`src/hdl/uar_defs.vh`:
```
// Constants for the asynchronous receive front end.
// Assumes inclusion by bare name from the design files under hdl/.
`ifndef UAR_DEFS_VH
`define UAR_DEFS_VH

// ----------------------------------------------------------------------
// Sampling
// ----------------------------------------------------------------------
`define UAR_SPB_NORMAL 5'h10
`define UAR_SPB_DOUBLE 5'h08
`define UAR_VOTE_FIRST_NORMAL 5'h08
`define UAR_VOTE_FIRST_DOUBLE 5'h04
`define UAR_DIV_W 12
`define UAR_DIV_RESET 12'h000

// ----------------------------------------------------------------------
// Frame format
// ----------------------------------------------------------------------
`define UAR_DBITS_MIN 4'h5
`define UAR_DBITS_MAX 4'hA
`define UAR_DATA_W 10

// ----------------------------------------------------------------------
// Receiver states
// ----------------------------------------------------------------------
`define UAR_ST_IDLE 2'h0
`define UAR_ST_START 2'h1
`define UAR_ST_DATA 2'h2
`define UAR_ST_STOP 2'h3

`endif

```
`src/hdl/uar_buf2.v`:
```
// Two-entry valid/ready buffer that carries recovered frames.
// Assumes a single clock and a synchronous active-high reset.
`include "uar_defs.vh"

module uar_buf2 #(
  parameter W = 11
) (
  // Clock and reset
  input wire sys_clk,
  input wire rst,
  // Fill side
  input wire in_valid,
  output wire in_ready,
  input wire [W-1:0] in_data,
  // Drain side
  output wire out_valid,
  input wire out_ready,
  output wire [W-1:0] out_data
);

  reg [W-1:0] mem_ff [0:1];
  reg rd_ptr_ff;
  reg wr_ptr_ff;
  reg [1:0] cnt_ff;
  wire push;
  wire pop;

  assign in_ready = (cnt_ff != 2'h2);
  assign out_valid = (cnt_ff != 2'h0);
  assign out_data = mem_ff[rd_ptr_ff];
  assign push = in_valid && in_ready;
  assign pop = out_valid && out_ready;

  always @(posedge sys_clk) begin
    if (rst) begin
      rd_ptr_ff <= 1'b0;
      wr_ptr_ff <= 1'b0;
      cnt_ff <= 2'h0;
      mem_ff[0] <= {W{1'b0}};
      mem_ff[1] <= {W{1'b0}};
    end else begin
      if (push) begin
        mem_ff[wr_ptr_ff] <= in_data;
        wr_ptr_ff <= ~wr_ptr_ff;
      end
      if (pop)
        rd_ptr_ff <= ~rd_ptr_ff;
      if (push && !pop)
        cnt_ff <= cnt_ff + 2'h1;
      else if (pop && !push)
        cnt_ff <= cnt_ff - 2'h1;
    end
  end

endmodule

```
`src/hdl/uar_rx.v`:
```
// Asynchronous serial receive front end: baud tick, start-bit
// qualification, three-sample majority recovery, frame delivery.
// Assumes the remote transmitter holds its rate within the stated range.
// Assumes frame_bits and double_speed_select hold while rx_busy is high.
//
// Operation
// - Sample line at 16x baud normally, 8x baud in double speed.
// - Double speed selected when double_speed_select is one.
// - Start detection begins on a high-to-low line transition.
// - Sample one is the first low sample after the fall.
// - Qualify start with samples 8,9,10 normal or 4,5,6 double.
// - Two or more high qualification samples reject start as noise.
// - Realign bit timing on every accepted start bit.
// - Sixteen or eight states per bit, each one sample number.
// - Data and parity bits decided by majority of centre samples.
// - Recover through the first stop bit, ignore further stop bits.
// - Normal and double: new start right after last stop vote.
// - Frames of five to ten data-plus-parity bits are handled.
// - Receiver and transmitter share the error budget equally.
// - Sample tick from integer division of system clock by divisor plus one.
`include "uar_defs.vh"

module uar_rx (
  // Clock and reset
  input wire sys_clk,
  input wire rst,
  // Serial line
  input wire serial_input_pin,
  // Configuration
  input wire double_speed_select,
  input wire [`UAR_DIV_W-1:0] baud_divisor,
  input wire [3:0] frame_bits,
  // Frame pulse, unbuffered
  output reg frame_valid,
  output reg [`UAR_DATA_W-1:0] frame_data,
  output reg frame_error_flag,
  // Buffered frame stream
  output wire rx_valid,
  input wire rx_ready,
  output wire [`UAR_DATA_W-1:0] rx_data,
  output wire rx_frame_error,
  // Status
  output wire rx_busy,
  output wire rx_overrun
);

  // --------------------------------------------------------------------
  // Synchroniser
  // --------------------------------------------------------------------
  // All three stages reset to the idle level, so no false fall follows
  // reset; line_ff is a third stage behind the two sync flops, prev_ff the edge memory
  reg sync1_ff;
  reg sync2_ff;
  reg line_ff;
  reg [`UAR_DIV_W-1:0] div_ff;
  reg tick_ff;

  always @(posedge sys_clk) begin
    if (rst) begin
      sync1_ff <= 1'b1;
      sync2_ff <= 1'b1;
      line_ff <= 1'b1;
    end else begin
      sync1_ff <= serial_input_pin;
      sync2_ff <= sync1_ff;
      line_ff <= sync2_ff;
    end
  end

  // --------------------------------------------------------------------
  // Baud tick
  // --------------------------------------------------------------------
  // Divide by divisor+1 so a divisor of zero ticks every clock; the
  // exact integer divide keeps the receiver's share of the rate error
  always @(posedge sys_clk) begin
    if (rst) begin
      div_ff <= `UAR_DIV_RESET;
      tick_ff <= 1'b0;
    end else if (div_ff == 12'h000) begin
      div_ff <= baud_divisor;
      tick_ff <= 1'b1;
    end else begin
      div_ff <= div_ff - 12'h001;
      tick_ff <= 1'b0;
    end
  end

  // --------------------------------------------------------------------
  // Mode-dependent sample positions
  // --------------------------------------------------------------------
  wire [4:0] spb;
  wire [4:0] vote_a;
  wire [4:0] vote_c;
  wire [3:0] nbits;

  // Mode is read live: a change while busy would skew the frame in
  // flight, so the select must be held between frames
  assign spb = double_speed_select ? `UAR_SPB_DOUBLE :
               `UAR_SPB_NORMAL;
  assign vote_a = double_speed_select ? `UAR_VOTE_FIRST_DOUBLE :
                  `UAR_VOTE_FIRST_NORMAL;
  assign vote_c = vote_a + 5'h02;
  // Out-of-range sizes are clamped rather than left to run wild
  // The size is taken only while idle, through nbits_ff
  assign nbits = (frame_bits < `UAR_DBITS_MIN) ? `UAR_DBITS_MIN :
                 (frame_bits > `UAR_DBITS_MAX) ? `UAR_DBITS_MAX :
                 frame_bits;

  // --------------------------------------------------------------------
  // Recovery state machine
  // --------------------------------------------------------------------
  reg [1:0] state_ff;
  reg [4:0] samp_ff;
  reg [1:0] highs_ff;
  reg [3:0] bit_ff;
  reg [3:0] nbits_ff;
  reg [`UAR_DATA_W-1:0] shift_ff;
  reg prev_ff;
  reg [1:0] nxt_state;
  reg [4:0] nxt_samp;
  reg [1:0] nxt_highs;
  reg [3:0] nxt_bit;
  reg [`UAR_DATA_W-1:0] nxt_shift;
  reg done;
  reg stop_bad;
  reg voted;
  reg in_vote;
  reg [1:0] highs_now;

  wire fall;
  wire buf_ready;

  assign fall = prev_ff && !line_ff;

  // Positions that close a vote and close a bit period
  wire at_vote_end;
  wire at_bit_end;
  wire at_last_data;

  assign at_vote_end = (samp_ff == vote_c);
  assign at_bit_end = (samp_ff == spb);
  // Frame size is held from idle so a mid-frame change cannot cut it
  assign at_last_data = (bit_ff + 4'h1 == nbits_ff);

  always @* begin
    nxt_state = state_ff;
    nxt_samp = samp_ff;
    nxt_highs = highs_ff;
    nxt_bit = bit_ff;
    nxt_shift = shift_ff;
    done = 1'b0;
    stop_bad = 1'b0;
    in_vote = (samp_ff >= vote_a) && (samp_ff <= vote_c);
    highs_now = highs_ff + {1'b0, line_ff};
    voted = highs_now[1];
    if (tick_ff) begin
      case (state_ff)
        `UAR_ST_IDLE: begin
          // Idle samples are not numbered; first low one is sample 1
          if (fall) begin
            nxt_state = `UAR_ST_START;
            nxt_samp = 5'h02;
            nxt_highs = 2'h0;
          end
        end
        `UAR_ST_START: begin
          if (in_vote)
            nxt_highs = highs_now;
          nxt_samp = samp_ff + 5'h01;
          if (at_vote_end) begin
            if (voted) begin
              nxt_state = `UAR_ST_IDLE;
            end else begin
              // Timing now counts from this start bit's centre, so drift
              // cannot build up from one frame to the next
              nxt_state = `UAR_ST_DATA;
              nxt_samp = vote_c + 5'h01;
              nxt_bit = 4'h0;
              nxt_highs = 2'h0;
            end
          end
        end
        `UAR_ST_DATA: begin
          if (in_vote)
            nxt_highs = highs_now;
          nxt_samp = at_bit_end ? 5'h01 : samp_ff + 5'h01;
          if (at_vote_end) begin
            nxt_shift = {voted, shift_ff[`UAR_DATA_W-1:1]};
            nxt_highs = 2'h0;
            nxt_bit = bit_ff + 4'h1;
            if (at_last_data)
              nxt_state = `UAR_ST_STOP;
          end
        end
        `UAR_ST_STOP: begin
          if (in_vote)
            nxt_highs = highs_now;
          nxt_samp = at_bit_end ? 5'h01 : samp_ff + 5'h01;
          if (at_vote_end) begin
            // Only the first stop bit is examined
            done = 1'b1;
            stop_bad = !voted;
            nxt_state = `UAR_ST_IDLE;
            nxt_highs = 2'h0;
          end
        end
        default: begin
          nxt_state = `UAR_ST_IDLE;
        end
      endcase
    end
  end

  // Edge memory only advances on ticks; in double speed the stop vote
  // ends at sample 6, so a fall at or before that sample is not taken as a start.
  always @(posedge sys_clk) begin
    if (rst) begin
      state_ff <= `UAR_ST_IDLE;
      samp_ff <= 5'h00;
      highs_ff <= 2'h0;
      bit_ff <= 4'h0;
      nbits_ff <= `UAR_DBITS_MAX;
      shift_ff <= {`UAR_DATA_W{1'b0}};
      prev_ff <= 1'b1;
    end else begin
      state_ff <= nxt_state;
      samp_ff <= nxt_samp;
      highs_ff <= nxt_highs;
      bit_ff <= nxt_bit;
      shift_ff <= nxt_shift;
      if (tick_ff)
        prev_ff <= line_ff;
      if (tick_ff && state_ff == `UAR_ST_IDLE)
        nbits_ff <= nbits;
    end
  end

  // --------------------------------------------------------------------
  // Frame delivery
  // --------------------------------------------------------------------
  reg overrun_ff;
  wire [`UAR_DATA_W-1:0] aligned;
  wire [`UAR_DATA_W:0] buf_in;
  wire [`UAR_DATA_W:0] buf_out;

  // Shift in from the top, then right-justify to the frame size
  assign aligned = shift_ff >> (4'hA - nbits_ff);

  always @(posedge sys_clk) begin
    if (rst) begin
      frame_valid <= 1'b0;
      frame_data <= {`UAR_DATA_W{1'b0}};
      frame_error_flag <= 1'b0;
    end else begin
      frame_valid <= done;
      if (done) begin
        frame_data <= aligned;
        frame_error_flag <= stop_bad;
      end
    end
  end

  // --------------------------------------------------------------------
  // Two-entry buffer
  // --------------------------------------------------------------------
  // Error status rides in the top bit so it never parts from its word
  assign buf_in = {frame_error_flag, frame_data};

  uar_buf2 #(
    .W(`UAR_DATA_W + 1)
  ) uar_buf2_inst (
    .sys_clk(sys_clk),
    .rst(rst),
    .in_valid(frame_valid),
    .in_ready(buf_ready),
    .in_data(buf_in),
    .out_valid(rx_valid),
    .out_ready(rx_ready),
    .out_data(buf_out)
  );

  assign rx_data = buf_out[`UAR_DATA_W-1:0];
  assign rx_frame_error = buf_out[`UAR_DATA_W];

  // --------------------------------------------------------------------
  // Status
  // --------------------------------------------------------------------
  // Sticky: a frame meeting a full buffer is dropped and noted; only
  // reset clears it, so a late reader still learns of the loss
  always @(posedge sys_clk) begin
    if (rst) begin
      overrun_ff <= 1'b0;
    end else if (frame_valid && !buf_ready) begin
      overrun_ff <= 1'b1;
    end
  end

  assign rx_busy = (state_ff != `UAR_ST_IDLE);
  assign rx_overrun = overrun_ff;

endmodule

```
`config.mk`:
```
export PLATFORM = sky130hd
export DESIGN_NAME = uar_rx
export DESIGN_NICKNAME = d
export VERILOG_FILES = /design/src/hdl/uar_buf2.v /design/src/hdl/uar_rx.v
export VERILOG_INCLUDE_DIRS = /design/src /design/src/hdl
export SDC_FILE = /design/constraint.sdc
export NUM_CORES = 1
export LEC_CHECK = 0
export BUFFER_PORTS_ARGS = -buffer_cell sky130_fd_sc_hd__buf_2
export CAP_MARGIN = 20
export CORE_MARGIN = 1
export CORE_UTILIZATION = 35
export DETAILED_ROUTE_END_ITERATION = 10
export GPL_TIMING_DRIVEN = 0
export PLACE_DENSITY = 0.55
export SYNTH_ARGS = -nofsm -noshare
export SYNTH_HDL_FRONTEND = slang
export SYNTH_SLANG_ARGS = --single-unit
```
`constraint.sdc`:
```
create_clock -name sys_clk -period 2.6 [get_ports sys_clk]
set_clock_uncertainty 0.05 [all_clocks]
set_input_delay 0.13 -clock sys_clk [delete_from_list [all_inputs] [get_ports sys_clk]]
set_output_delay 0.13 -clock sys_clk [all_outputs]
set_load 0.01 [all_outputs]
```
---- Yosys cells after proc, flatten, opt, wreduce, memory -nomap -nowiden ----
Memory sizes are Yosys's and may differ from the RTL's. A register that Yosys moved wholly into a read port is not among the register bits.
Index checks and enable logic that the tools add are counted.
storage, ports and cells
  register bits ........................... 61
  memory bits (writable) .................. 22
  input port bits ......................... 21
  output and inout port bits .............. 26
  logic and storage cells ................. 120
  memories ................................ 1
memories
  memory                words  bits a word  rd ports  clocked after Yosys merged registers in  wr ports  line           text
  uar_buf2_inst.mem_ff  2      11           1         1                                        2         uar_buf2.v:21  reg [W-1:0] mem_ff [0:1];
operators by class
  add/subtract/negate cells ............... 9
  $lt $le $gt $ge ......................... 4
  equal/unequal tests ..................... 13
  shifts and indexed selects .............. 1
  mux-type cells .......................... 46
  bitwise logic cells ..................... 2
  reduce and logical (&&, ||, !) cells .... 25
operators by type and width
  cell                                                number
  two-way mux 2 bit                                   13
  two-way mux 5 bit                                   5
  two-way mux 4 bit                                   6
  two-way mux 1 bit                                   16
  one-hot mux 5 bit (3 select lines)                  1
  != test 2 bit, second input constant                7
  logical NOT 12 bit                                  1
  two-way mux 12 bit                                  1
  subtractor 12 x 1 -> 12 bit, second input constant  1
  two-way mux 11 bit                                  1
  OR reduction 11 bit                                 1
  adder 5 x 1 -> 5 bit, second input constant         2
  == test 5 bit                                       2
  right shift 10 x 4 -> 10 bit                        1
  logical AND 1 bit                                   8
  one-hot mux 2 bit (4 select lines)                  1
  one-hot mux 4 bit (2 select lines)                  1
  nonzero test 2 bit                                  4
  one-hot mux 2 bit (3 select lines)                  1
  AND reduction 6 bit                                 1
  adder 4 x 2 -> 5 bit, second input constant         1
  >= comparator 5 x 4 -> 1 bit                        1
  less-or-equal comparator 5 bit                      1
  logical NOT 1 bit                                   5
  other kinds (16)                                    18

---- Longest topological paths before layout ----
  word-level depth ........................ 8
  depth in mapped cells ................... 9
  gate-level depth less buffers ........... 7

---- By module ----
From an unflattened synthesis, not the netlist that was laid out.
unflattened totals
  cell total of the unflattened synthesis .. 462
  area total of the unflattened synthesis .. 4291.6 um^2
modules (own cells, without submodules)
  module    instances  cells an instance  area an instance (um^2)  seq. area each (um^2)
  uar_rx    1          366                3064.2                   1141.1
  uar_buf2  1          96                 1227.4                   760.7

---- Worst setup path before layout ----
OpenSTA, ideal clock, no wires.
  path kind ............................... register to register
  start point ............................. reg samp_ff[3]
  end point ............................... reg frame_data[1]
  library setup time ...................... 85 ps
  arrival ................................. 1695 ps
  required time ........................... 2465 ps
  setup slack ............................. 770 ps
  stages on the path, launching flop included .. 6
  path buffers ............................ 0
  period minus slack after synthesis ...... 1830 ps
  path through ............................ dfxtp_1 > ha_1 > and4bb_2 > nand3_4 > or3_4 > o31ai_2
between the ends
  longest elaborated chain between the ends .. 4
ends and longest elaborated chain
  what                    line          text
  start, declared         uar_rx.v:113  reg [4:0] samp_ff;
  start signal, assigned  uar_rx.v:227  samp_ff <= nxt_samp;
  == test 5 bit           uar_rx.v:140  assign at_vote_end = (samp_ff == vote_c);
  two-way mux 1 bit       uar_rx.v:199  if (at_vote_end) begin
  two-way mux 1 bit       uar_rx.v:157  case (state_ff)
  two-way mux 1 bit       uar_rx.v:156  if (tick_ff) begin
  end signal, assigned    uar_rx.v:252  frame_data <= {`UAR_DATA_W{1'b0}};
  end signal, assigned    uar_rx.v:257  frame_data <= aligned;
  end, declared           uar_rx.v:35   output reg [`UAR_DATA_W-1:0] frame_data,
No other way between the ends.
A chain may end at the register's enable or synchronous reset.

---- Worst setup path after layout ----
  start point ............................. reg line_ff
  end point ............................... reg samp_ff[2]
between the ends
  longest elaborated chain between the ends .. 4
  elaborated cells between the ends (all ways) .. 8
  those cells by class .................... 1 x add/sub; 1 x eq/ne; 3 x mux; 3 x reduce/logical
ends and longest elaborated chain
  what                                                                       line                        text
  start, declared                                                            uar_rx.v:54                 reg line_ff;
  start signal, assigned                                                     uar_rx.v:66                 line_ff <= sync2_ff;
  adder 2 x 1 -> 2 bit or logical NOT 1 bit (tied branches)                  uar_rx.v:154, uar_rx.v:133
  two-way mux 5 bit or logical AND 1 bit (tied branches)                     uar_rx.v:171, uar_rx.v:133
  two-way mux 5 bit or != test 2 bit (tied branches)                         --
  one-hot mux 5 bit (3 select lines) or AND reduction 2 bit (tied branches)  --
Parallel ways exist; a longest one is shown, timed or not.

==> reports/metrics.csv <==
metric;value;unit
slowest_delay;0.44;ns
numClockSinks;84;
cts_made_buffers;9;
power;3.82;mW
p_int;2.64;mW
final_common_cell;dfxtp_1;
synth_edf_count;22;
path_class;reg2reg;
synthCells;436;
layout_common_cells;62 x dfxtp_1, 53 x buf_2, 51 x nor2_1;
diodes;0;
met3_usage;0.0506;
vias_per_cell;5.07;
postSynth.topFlopCell;dfxtp_1;
drtIter0Drc;152;
grt_max_degree;17;
seqCellArea;1900;sq um
synth_async_sr_flop_share;0;
power_density;769;nW/um^2
grt_overflow;0;
slew_headroom;0.536;
setup.worst_path.end;samp_ff[2];
top_usage_layer;met2;
syn_to_final_growth;17.4;%
track_usage;0.154;
cts-resized-gates;0;
io_pins;47;
finalNonFillerCells;643;
cp.required;2.82;ns
synth.yosys.seq_area_share;0.450;
seqPwrFrac;0.412;
fin_crit;2.01;ns
ys_ff_latch;84;
dp_worst_setup_slack;0.557;ns
clockBufferDepth;2;
antenna_found_initial;0;
start_util;0.364;
worst_pin_slew;0.691;ns
cts_tree;built;
grt_pass1_vias;3107;
setup_tns;0;ns
synth-warning-count;0;
clockRootBuffer;clkbuf_16;
layout.nets;527;
crit_path_end_kind;register;
outcome;finished with violations;
globalRouteMet1Util;0.192;
hold_buffers;1;
met2_usage;0.258;
drtPass1Iterations;7;
clockPowerShare;0.347;
p_leak;2.04;nW
max-cap-violations;0;
worstPathArrival;2.23;ns
place_congestion;0.815;
ir_drop;392;uV
dpl.cell_count;626;
portBuffers;46;
r2r-start;line_ff;
worstPathCellList;ha_1 -> xnor2_1 -> nand3_1 -> mux2i_1 -> or3b_1 -> a31oi_1;
avgRoutedWirePerCell;14.0;um
fillers;1140;
die_h;112;um
dpl_cell_area;4640;sq um
p_comb_frac;0.241;
r2r.worst_path.cells;6;
cp_slowest_cell;xnor2_1;
coreArea;11600;sq um
cp_max_fo;4;
timing.rr.end;samp_ff[2];
clk_latency;0.34;ns
rows;39;
synth.avg_cell_area;9.69;sq um
grt_pass1_wl;15100;um
syn_nets;468;
hpwl;6640;um
layout-drive-gt1-share;0.214;
startpoint;line_ff;
rsz0062_at_grt;no;
drcViolationCount;6;
post_cts_buffers;0;
rrSetupSlack;0.59;ns
violations;DRC;
final-setup-viol-count;0;
hold_violations;0;
synthDistinctLibCells;56;
p_sw;1.18;mW
hold_path.class;in2reg;
vias;3260;
antenna_left;0;
min_period_over_period;0.774;
die_w;112;um
dieArea;12500;sq um
h-tree-depth;3;
slew_violations;0;
syn-cell-area;4230;sq um
multi_input_area;2180;sq um
cp-start-kind;register;
stdcell_area;4960;sq um
max_freq;0.497;GHz
path_clk_slew;0.07;ns
drt_wl_total;9030;um
final.setup.worst_slack;0.587;ns
switching_share;0.309;
-- state kept, by name, indices dropped and copies added, names as in the netlist, named ones only --
name and cells:
rx_overrun 1, sync1_ff 1, bit_ff 4, prev_ff 1, nbits_ff 4, uar_buf2_inst.mem_ff 22, highs_ff 2, uar_buf2_inst.rd_ptr_ff 1
shift_ff 10, uar_buf2_inst.cnt_ff 2, frame_error_flag 1, frame_data 10, uar_buf2_inst.wr_ptr_ff 1, div_ff 12, line_ff 1, frame_valid 1
samp_ff 5, sync2_ff 1, tick_ff 1, state_ff 1
-- cells in the mapped netlist (2+ instances only) --
cell type   n  share of area
and3_1      3         0.0044
a21oi_1    23          0.027
nor3_1     10          0.012
buf_1       4         0.0036
and2_1     27          0.040
or2_2       4         0.0059
clkbuf_1    9         0.0080
o21ai_0    14          0.017
nor2b_1     4         0.0059
xnor2_1    11          0.023
mux2_2     16          0.043
mux2i_1    21          0.050
and4bb_2    2         0.0059
nand3_1    14          0.017
a311oi_1    2         0.0041
nand2_1    28          0.025
edfxtp_1   22           0.16
dfxtp_1    62           0.29
o31ai_1     2         0.0036
ha_1       11          0.033
a211oi_2    2         0.0059
a211oi_1    8          0.014
nor2_1     51          0.045
a31oi_1     3         0.0044
a32oi_1     5          0.010
buf_2       7         0.0083
nor4_1      3         0.0044
xor2_1     13          0.027
or3_1       3         0.0044
or3b_1      2         0.0041
inv_1      13          0.012
nand4_1     3         0.0044
o21a_1      3         0.0053
mux4_2      2          0.011
o21ai_1     8         0.0095
-- power groups by stage --
stage,clock network [mW],logic (mW),registers (mW)
final,1.32,0.920,1.57
after global routing,1.42,1.03,1.59
after CTS,1.35,0.934,1.57
after detailed placement,0,0.925,1.60
after global placement,0,0.914,1.60
after floorplan,0,0.758,1.58
-- metal layers --
metal  wire length, um  share of wire  vias up
met3               492          0.054        9
met4               121          0.013        0
met2              4130           0.46       71
met1              4280           0.47     1514
met5                 0              0        -
li1                  -              -     1666
-- cells by family (layout without fill, tap and decap cells) --
kind of cell	after synthesis	count (layout)	share of synthesized area
mux	39	39	0.103
compound gates	78	78	0.118
simple gates	164	164	0.208
fa+ha+maj	11	11	0.0326
buf+inv	35	99	0.0349
flops	84	84	0.450
xor+xnor	25	25	0.0536
-- critical path: cells and delay by family, from the launching register on --
kind | cells | cell delay (ns)
multiplexers | 1 | 0.16
flip-flops | 1 | 0.33
AO/OA/AOI/OAI | 1 | 0.13
adder cells (fa/ha/maj) | 1 | 0.25
AND/OR/NAND/NOR | 2 | 0.60
XOR/XNOR | 1 | 0.44
-- how the worst min path moves through the flow --
stage	startpoint	end	slack, ns	cells past startpoint
6_report	baud_divisor[4]	div_ff[4]	0.03	3
5_1_grt	frame_bits[3]	nbits_ff[3]	0.04	3
4_1_cts	baud_divisor[4]	div_ff[4]	0.02	3
3_5_place_dp	serial_input_pin	sync1_ff	0.27	2
3_3_place_gp	serial_input_pin	sync1_ff	0.27	2
2_1_floorplan	serial_input_pin	sync1_ff	0.18	1
-- per-stage QoR --
step,hold WS (ns),util
3_3_place_gp,0.268,0.399
2_1_floorplan,0.184,-
4_1_cts,0.0158,0.427
3_5_place_dp,0.270,0.400
6_report,0.0261,0.427
5_1_grt,0.0354,0.427
-- area by class of cell --
class	count	share of cell area
buffer	21	0.0192
clock buffer	9	0.0454
clock inverter	7	0.0169
inverter	14	0.0106
multi-input combinational	317	0.439
sequential	84	0.383
tap	143	0.0361
timing repair buffer	48	0.0499
(Power assumes the default switching activity.)
